--- src/pkg/dnc_pkg.sv ---
package dnc_pkg;

   // ************************************************************
   // Register offsets within the filter page.
   // ************************************************************
   localparam logic [7:0] OFS_REAL_OUT   = 8'h05;
   localparam logic [7:0] OFS_INPUT_SEL  = 8'h06;
   localparam logic [7:0] OFS_OSC1_LOW   = 8'h07;
   localparam logic [7:0] OFS_OSC1_HIGH  = 8'h08;
   localparam logic [7:0] OFS_OSC2_LOW   = 8'h09;
   localparam logic [7:0] OFS_OSC2_HIGH  = 8'h0A;
   localparam logic [7:0] OFS_OSC3_LOW   = 8'h0B;
   localparam logic [7:0] OFS_OSC3_HIGH  = 8'h0C;
   localparam logic [7:0] OFS_OSC_SELECT = 8'h10;
   localparam logic [7:0] OFS_SYNC_MASK  = 8'h3E;

   // ************************************************************
   // Field positions and reset values.
   // ************************************************************
   localparam int         BIT_REAL_OUT   = 0;
   localparam int         BIT_INPUT_SEL  = 0;
   localparam int         BIT_SYNC_MASK  = 5;
   localparam int         OSC_COUNT      = 3;
   localparam int         FREQ_BITS      = 16;
   localparam logic [7:0] RST_BYTE       = 8'h00;
   localparam logic [1:0] RST_OSC_SEL    = 2'h0;
   localparam logic [1:0] SEL_OSC1       = 2'h0;
   localparam logic [1:0] SEL_OSC2       = 2'h1;
   localparam logic [1:0] SEL_OSC3       = 2'h2;

   // Register write or read request carried from the control port.
   typedef struct packed {
      logic       wr;
      logic       rd;
      logic [7:0] addr;
      logic [7:0] wdata;
   } dnc_req_t;

   // Configuration handed to the converter datapath.
   typedef struct packed {
      logic        real_output;
      logic        use_alternate;
      logic [15:0] active_word;
      logic [1:0]  active_osc;
      logic        phase_reset;
   } dnc_cfg_t;

endpackage

--- src/hdl/dnc_config.sv ---
module dnc_config (
   // Clock and reset.
   input  wire logic              MCLK_IN,
   input  wire logic              RST_B_IN,
   // Register port.
   input  wire dnc_pkg::dnc_req_t REQ_IN,
   output logic [7:0]             RDATA_OUT,
   // System reference input, synchronous to the clock.
   input  wire logic              SYSREF_IN,
   // Converter inputs from both channels.
   input  wire logic [13:0]       OWN_ADC_IN,
   input  wire logic [13:0]       ALT_ADC_IN,
   // Datapath configuration and selected sample.
   output dnc_pkg::dnc_cfg_t      CFG_OUT,
   output logic [13:0]            SAMPLE_OUT
);

   // ************************************************************
   // Reset release.
   // ************************************************************
   // First and second stage of the reset release.
   logic rst_sync1_reg;
   logic rst_b_reg;

   // Two stages keep the release clean against the clock. The pin asserts
   // reset at once, but its release is seen only on the second edge, so no
   // register leaves reset on a level that is still settling.
   always_ff @(posedge MCLK_IN or negedge RST_B_IN) begin
      if (!RST_B_IN) begin
         rst_sync1_reg <= 1'b0;
         rst_b_reg     <= 1'b0;
      end else begin
         rst_sync1_reg <= 1'b1;
         rst_b_reg     <= rst_sync1_reg;
      end
   end

   // ************************************************************
   // Register file.
   // ************************************************************
   logic       real_out_reg;
   logic       input_sel_reg;
   logic       sync_mask_reg;
   logic [1:0] osc_sel_reg;
   logic [7:0] word_low_reg  [dnc_pkg::OSC_COUNT];
   logic [7:0] word_high_reg [dnc_pkg::OSC_COUNT];

   // Upper bits of the single-bit registers are write-only zeros; they are
   // not stored, so a host that breaks that rule cannot upset the datapath.
   logic wr_real_out;
   logic wr_input_sel;
   logic wr_osc_sel;
   logic wr_sync_mask;

   // Write strobes, one per control register, decoded once so that each
   // register below stays a concern of its own.
   assign wr_real_out  = REQ_IN.wr && (REQ_IN.addr == dnc_pkg::OFS_REAL_OUT);
   assign wr_input_sel = REQ_IN.wr && (REQ_IN.addr == dnc_pkg::OFS_INPUT_SEL);
   assign wr_osc_sel   = REQ_IN.wr && (REQ_IN.addr == dnc_pkg::OFS_OSC_SELECT);
   assign wr_sync_mask = REQ_IN.wr && (REQ_IN.addr == dnc_pkg::OFS_SYNC_MASK);

   // Output format: complex while clear, real at twice the rate while set.
   always_ff @(posedge MCLK_IN or negedge rst_b_reg) begin
      if (!rst_b_reg) begin
         real_out_reg <= 1'b0;
      end else if (wr_real_out) begin
         real_out_reg <= REQ_IN.wdata[dnc_pkg::BIT_REAL_OUT];
      end
   end

   // Input source: own channel while clear, alternate channel while set.
   always_ff @(posedge MCLK_IN or negedge rst_b_reg) begin
      if (!rst_b_reg) begin
         input_sel_reg <= 1'b0;
      end else if (wr_input_sel) begin
         input_sel_reg <= REQ_IN.wdata[dnc_pkg::BIT_INPUT_SEL];
      end
   end

   // Oscillator select code. Code 11 is not defined; it is stored as written
   // and the word selection below falls back to the first oscillator.
   always_ff @(posedge MCLK_IN or negedge rst_b_reg) begin
      if (!rst_b_reg) begin
         osc_sel_reg <= dnc_pkg::RST_OSC_SEL;
      end else if (wr_osc_sel) begin
         osc_sel_reg <= REQ_IN.wdata[1:0];
      end
   end

   // Phase sync mask. While set, reference edges leave the oscillator phase
   // alone, so no phase reset pulse reaches the datapath.
   always_ff @(posedge MCLK_IN or negedge rst_b_reg) begin
      if (!rst_b_reg) begin
         sync_mask_reg <= 1'b0;
      end else if (wr_sync_mask) begin
         sync_mask_reg <= REQ_IN.wdata[dnc_pkg::BIT_SYNC_MASK];
      end
   end

   // One byte pair per oscillator, each pair two offsets above the last.
   // The bytes are written one at a time with no shadow copy, so the
   // datapath sees a mixed word for the cycles between the two writes;
   // hosts that retune live should select another oscillator meanwhile.
   for (genvar i = 0; i < dnc_pkg::OSC_COUNT; i++) begin : g_osc
      localparam logic [7:0] LOW_OFS  = 8'(dnc_pkg::OFS_OSC1_LOW + 2 * i);
      localparam logic [7:0] HIGH_OFS = 8'(dnc_pkg::OFS_OSC1_HIGH + 2 * i);
      always_ff @(posedge MCLK_IN or negedge rst_b_reg) begin
         if (!rst_b_reg) begin
            word_low_reg[i]  <= dnc_pkg::RST_BYTE;
            word_high_reg[i] <= dnc_pkg::RST_BYTE;
         end else if (REQ_IN.wr && REQ_IN.addr == LOW_OFS) begin
            word_low_reg[i] <= REQ_IN.wdata;
         end else if (REQ_IN.wr && REQ_IN.addr == HIGH_OFS) begin
            word_high_reg[i] <= REQ_IN.wdata;
         end
      end
   end

   // ************************************************************
   // Read back.
   // ************************************************************
   logic [7:0] rdata_next;

   // Unused bits and unmapped offsets read as zero. Decoding straight from
   // the address keeps the read path to a single register stage.
   always_comb begin
      rdata_next = 8'h00;
      case (REQ_IN.addr)
         dnc_pkg::OFS_REAL_OUT:   rdata_next = {7'h00, real_out_reg};
         dnc_pkg::OFS_INPUT_SEL:  rdata_next = {7'h00, input_sel_reg};
         dnc_pkg::OFS_OSC1_LOW:   rdata_next = word_low_reg[0];
         dnc_pkg::OFS_OSC1_HIGH:  rdata_next = word_high_reg[0];
         dnc_pkg::OFS_OSC2_LOW:   rdata_next = word_low_reg[1];
         dnc_pkg::OFS_OSC2_HIGH:  rdata_next = word_high_reg[1];
         dnc_pkg::OFS_OSC3_LOW:   rdata_next = word_low_reg[2];
         dnc_pkg::OFS_OSC3_HIGH:  rdata_next = word_high_reg[2];
         dnc_pkg::OFS_OSC_SELECT: rdata_next = {6'h00, osc_sel_reg};
         dnc_pkg::OFS_SYNC_MASK:  rdata_next = {2'h0, sync_mask_reg, 5'h00};
         default:                 rdata_next = 8'h00;
      endcase
   end

   // Read data is registered, valid the cycle after the read strobe.
   // It holds until the next read, so a slow host may sample it late.
   always_ff @(posedge MCLK_IN or negedge rst_b_reg) begin
      if (!rst_b_reg) begin
         RDATA_OUT <= 8'h00;
      end else if (REQ_IN.rd) begin
         RDATA_OUT <= rdata_next;
      end
   end

   // ************************************************************
   // Datapath configuration.
   // ************************************************************
   logic        sysref_d_reg;
   logic        sync_rise;
   logic [15:0] word_next;

   // Select code 11 is undefined; it falls back to the first oscillator.
   always_comb begin
      case (osc_sel_reg)
         dnc_pkg::SEL_OSC2: word_next = {word_high_reg[1], word_low_reg[1]};
         dnc_pkg::SEL_OSC3: word_next = {word_high_reg[2], word_low_reg[2]};
         default:           word_next = {word_high_reg[0], word_low_reg[0]};
      endcase
   end

   // ************************************************************
   // Phase synchronisation.
   // ************************************************************

   // Last level of the reference, for rising edge detection. It resets to
   // the idle low level, so a reference already high at reset release counts as an edge.
   always_ff @(posedge MCLK_IN or negedge rst_b_reg) begin
      if (!rst_b_reg) begin
         sysref_d_reg <= 1'b0;
      end else begin
         sysref_d_reg <= SYSREF_IN;
      end
   end

   // Only a low-to-high step counts; a reference held high does not repeat.
   assign sync_rise = SYSREF_IN && !sysref_d_reg;

   // ************************************************************
   // Converter outputs.
   // ************************************************************

   // The word drives a phase accumulator whose step is fs / 2^16 per count.
   // Registering the configuration gives the converter clean levels; the
   // cost is one more cycle from a register write to its effect.
   always_ff @(posedge MCLK_IN or negedge rst_b_reg) begin
      if (!rst_b_reg) begin
         CFG_OUT <= '0;
      end else begin
         CFG_OUT.real_output   <= real_out_reg;
         CFG_OUT.use_alternate <= input_sel_reg;
         CFG_OUT.active_word   <= word_next;
         CFG_OUT.active_osc    <= osc_sel_reg;
         CFG_OUT.phase_reset   <= sync_rise && !sync_mask_reg;
      end
   end

   // The sample follows the source bit of the same cycle as the flag in the
   // configuration, so the two never disagree.
   always_ff @(posedge MCLK_IN or negedge rst_b_reg) begin
      if (!rst_b_reg) begin
         SAMPLE_OUT <= 14'h0000;
      end else begin
         SAMPLE_OUT <= input_sel_reg ? ALT_ADC_IN : OWN_ADC_IN;
      end
   end

endmodule // dnc_config

--- config.mk ---
export PLATFORM = sky130hd
export DESIGN_NAME = dnc_config
export DESIGN_NICKNAME = d
export VERILOG_FILES = /design/src/pkg/dnc_pkg.sv /design/src/hdl/dnc_config.sv
export SDC_FILE = /design/constraint.sdc
export NUM_CORES = 1
export LEC_CHECK = 0
export ABC_AREA = 1
export BUFFER_PORTS_ARGS = -buffer_cell sky130_fd_sc_hd__buf_2
export CORE_UTILIZATION = 32
export DETAILED_ROUTE_END_ITERATION = 10
export PLACE_DENSITY = 0.58
export SETUP_SLACK_MARGIN = 0.4
export SLEW_MARGIN = 20
export SYNTH_ARGS = -nofsm -noshare
export SYNTH_HDL_FRONTEND = slang
export SYNTH_SLANG_ARGS = --single-unit
--- constraint.sdc ---
create_clock -name MCLK_IN -period 4.4 [get_ports MCLK_IN]
set_input_delay 0.44 -clock MCLK_IN [delete_from_list [all_inputs] [get_ports MCLK_IN]]
set_output_delay 0.44 -clock MCLK_IN [all_outputs]
set_load 0.1 [all_outputs]
* Word-level counts from Yosys, hierarchy flattened *
Index checks and enable logic that the tools add are counted.

word-level totals
  flip-flop bits (word level) = 99
  bits in read-only memories = 0
  memories kept = 0
  latch bits = 0
  memory bits (writable) = 0

operators by class
  reductions and logical operators = 17
  $lt $le $gt $ge = 0
  divide/modulo/power cells = 0
  add/sub/neg operators = 0
  mux-type cells = 3
  bitwise operators = 3
  shifts and indexed selects = 0
  $mul = 0
  eq/ne operators = 12

operators with widths
  cell                                                                   number
  8-bit case mux with 10 select lines                                    1
  8-bit by 4-bit equality test with 1-bit output, second input constant  5
  16-bit case mux with 2 select lines                                    1
  8-bit by 3-bit equality test with 1-bit output, second input constant  3
  14-bit 2-to-1 mux                                                      1
  1-bit logical AND                                                      12
  8-bit by 5-bit equality test with 1-bit output, second input constant  1
  8-bit by 6-bit equality test with 1-bit output, second input constant  1
  2-bit AND reduction                                                    3
  1-bit NOT                                                              3
  2-bit by 1-bit equality test with 1-bit output, second input constant  1
  2-bit equality test, second input constant                             1
  1-bit logical NOT                                                      2

* Depth between registers and ports, before layout *
  depth in word-level cells = 4
  mapped depth = 11

* Worst setup path before layout *
Ideal clock, no wire load.

  path kind = reg-to-reg
  start = register osc_sel_reg[0]
  end = register CFG_OUT[16] (netlist name)
  slack = 3048 ps
  cell stages (with the launch flop) = 7
  required time = 4323 ps
  data arrival time = 1275 ps
  path through = dfrtp_1 -> inv_1 -> ha_1 -> clkbuf_1 -> clkbuf_1 -> a21oi_1 -> a21oi_1

between the ends
  longest elaborated chain between the ends = 2

RTL lines
  item                                                                                          line               source
  start, declared                                                                               dnc_config.sv:44   logic [1:0] osc_sel_reg;
  start signal, assigned                                                                        dnc_config.sv:84   osc_sel_reg <= dnc_pkg::RST_OSC_SEL;
  start signal, assigned                                                                        dnc_config.sv:86   osc_sel_reg <= REQ_IN.wdata[1:0];
  2-bit equality test / 2-bit by 1-bit equality test with 1-bit output (equally long branches)  dnc_config.sv:162  case (osc_sel_reg)
  16-bit case mux with 2 select lines (*)                                                       dnc_config.sv:162
  net word_next[13]                                                                             dnc_config.sv:158  logic [15:0] word_next;
  end, declared                                                                                 dnc_config.sv:14   output dnc_pkg::dnc_cfg_t CFG_OUT,

Mark *: on every way through the listed nets, which the timed path passes. The rest lies on a longest branch.
A chain may end at the register's enable or synchronous reset.

* Final worst setup path *
  start = register osc_sel_reg[0]
  end = register CFG_OUT[18] (netlist name)

Same word-level chain as after synthesis.

==> impl_metrics.tcl <==
set metrics [dict create \
    vias 3779 \
    grt_pass1_vias 3593 \
    crit_fanout 22 \
    synth_edf_count 0 \
    path_common_cell "inv_1" \
    drtIter0Drc 262 \
    path_cells "inv_1 > ha_1 > inv_1 > nor2_1 > a21oi_1" \
    timing.fmax_ghz 0.507 \
    cts_buffers 9 \
    synthTopCellsByCount "nand2_1, dfrtp_1, o21ai_1, nand3_1, nor2_1" \
    synth-seq-cells 99 \
    gp_congestion 0.828 \
    synth_area_sq_mm 0.00463 \
    vias_per_cell 4.72 \
    root_buffer "clkbuf_16" \
    postCtsSetupRepairBufs 0 \
    final_nets 669 \
    synth-async-reset-ratio_pct 100 \
    drv_slew 0 \
    synth_top_area_cell "dfrtp_1" \
    pwr_density_cell_mw_per_mm2 392 \
    synth.most_common_cell "nand2_1" \
    worstPathArrival_ns 2.20 \
    final.min_clock_period_ns 1.97 \
    fp.dieH_um 122 \
    rsz0062_at_grt "no" \
    holdCritPathClass "input port to flop" \
    wl_per_cell_um 14.7 \
    yosysWarnings 0 \
    fin_worst_skew_ns 0.00939 \
    ir_drop_v 0.000154 \
    finalWirelength_mm 11.8 \
    setup_viol 0 \
    setup_ws_ns 2.43 \
    cp_slowest_cell "ha_1" \
    cp-end-kind "flop" \
    synthFlopType "dfrtp_1" \
    cts_resized 0 \
    core_area_sq_mm 0.0140 \
    ys_top_cells_by_area "dfrtp_1, nand2_1, o21ai_1" \
    cts_htree_levels 3 \
    worstPathRequired_ns 4.63 \
    seq_power_share_pct 47.1 \
    rows 43 \
    drc 0 \
    layout-drive-gt1-share_pct 25.0 \
    p_leak_nw 2.81 \
    cts_tree "built" \
    area_growth_pct 17.5 \
    grt_pass1_wl_mm 18.8 \
    first_pass_iters 5 \
    relSlewSlack_pct 49.1 \
    clk_pin_slew_worst_paths_ns 0.07 \
    grt-ovfl-total 0 \
    p_switching_w 0.000703 \
    yosysUniqueCellTypes 27 \
    dp_hpwl_mm 8.37 \
    cpPeakStageDelay_ns 0.75 \
    initial_core_util_pct 33.1 \
    fin_crit_sh_pct 44.8 \
    track_usage_pct 16.8 \
    io_buffers 91 \
    syn_area_per_cell_sq_um 8.63 \
    clk_latency_ns 0.35 \
    mappedNetlistNets 587 \
    comb_power_share_pct 18.7 \
    clock_power_share_pct 34.2 \
    fp.dieW_um 122 \
    grt_antenna_before_repair 0 \
    dieArea_sq_mm 0.0149 \
    switching_share_pct 33.0 \
    pre_cts_ws_ns 2.40 \
    status "complete, no violations" \
    syn_inst 536 \
    grt_start_max_net_pins 59 \
    fin_setup_tns_ns 0 \
    cts_sinks 99 \
    final_hold_viol_count 0 \
    worst_pin_slew_ns 0.764 \
    worstSetupPathType "flop to flop" \
    internal-power_w 0.00143 \
    ys_seq_area_share_pct 53.5 \
    io_pins 92 \
    ant_nets 0 \
    maxCapViolCount 0 \
    start_kind "flop" \
    n_antenna_cell 0 \
    clockBufferDepth 2 \
    yosysTopAreaCellShare_pct 53.5 \
]
[cell families (layout without fill, tap and decap cells)]
| logic type | count (synthesis) | after routing | synth area share, % |
|---|---|---|---|
| AND/OR/NAND/NOR | 278 | 278 | 27.3 |
| adder cells (fa/ha/maj) | 2 | 2 | 0.541 |
| other | 1 | 1 | 0.0810 |
| AO/OA/AOI/OAI | 94 | 94 | 11.8 |
| buffers and inverters | 62 | 147 | 6.76 |
| flip-flops | 99 | 99 | 53.5 |
[power by group through the flow]
stage,combinational [W],sequential [W],clock [W]
floorplan,0.000103,0.00122,0
global placement,0.000397,0.00102,0
detailed placement,0.000401,0.00102,0
CTS,0.000401,0.00101,0.000750
global route,0.000424,0.00101,0.000780
finish,0.000399,0.00100,0.000728
[layer usage]
layer | track usage (%) | vias up | share of wire, %
met5 | 0 | - | 0
met4 | 7.39 | 0 | 2.2
met3 | 3.76 | 21 | 7.4
met1 | 22.0 | 1739 | 45
met2 | 26.5 | 150 | 46
li1 | - | 1869 | -
[worst max-delay path: cells and delay by family (launching register included)]
family / cells / cell delay (ns)
fa+ha+maj: 1 / 0.75
buf+inv: 2 / 0.46
flops: 1 / 0.39
simple gates: 1 / 0.20
compound gates: 1 / 0.06
[stage by stage]
stage / cell area [sq um] / power, W / hold WS, ns / util, % / std cells
after detailed placement: 5160 / 0.00142 / 0.227 / 36.9 / 786
after global routing: 5440 / 0.00222 / 0.199 / 38.9 / 801
after CTS: 5440 / 0.00216 / 0.194 / 38.9 / 801
final: 5440 / 0.00213 / 0.208 / 38.9 / 801
after global placement: 5160 / 0.00142 / 0.227 / 36.9 / 786
after floorplan: 4630 / 0.00133 / 0.144 / - / 536
[cell type report]
class | count | area, sq um
Fill cell | 1442 | 8550
Inverter | 40 | 155
Timing Repair Buffer | 93 | 473
Multi-Input combinational cell | 375 | 1840
Tap cell | 180 | 225
Clock buffer | 10 | 239
Sequential cell | 99 | 2480
Clock inverter | 4 | 27.5
[placed cells by master, fill, tap and decap left out, drive strengths merged]
master	count
a21oi	27
a22oi	5
buf	92
clkbuf	10
clkinv	4
conb	1
dfrtp	99
dlygate4sd3	1
ha	2
inv	40
nand2	192
nand3	39
nor2	45
nor3	1
nor3b	1
o21ai	61
o31ai	1
[repair_timing]
item / 4_1_cts / 5_1_grt
hold buffers: 1 / 0
endpoints found under the hold margin: 2 / 0
setup endpoints to repair: 0 / 0
[path summary, 6_finish.rpt]
check | startpoint | end | slack (ns) | cells past startpoint
min in group asynchronous | rst_b_reg$_DFF_PN0_ | SAMPLE_OUT[1]$_DFF_PN0_ | 0.39 | 0
setup / recovery | osc_sel_reg[0]$_DFFE_PN0P_ | CFG_OUT[18]$_DFF_PN0_ | 2.43 | 5
max in group asynchronous | rst_b_reg$_DFF_PN0_ | word_high_reg[4]$_DFFE_PN0P_ | 2.99 | 1
hold reg to reg | rst_sync1_reg$_DFF_PN0_ | rst_b_reg$_DFF_PN0_ | 0.35 | 0
hold / removal | SYSREF_IN | sysref_d_reg$_DFF_PN0_ | 0.21 | 1
setup reg to reg | osc_sel_reg[0]$_DFFE_PN0P_ | CFG_OUT[18]$_DFF_PN0_ | 2.43 | 5
(Power assumes the default switching activity.)
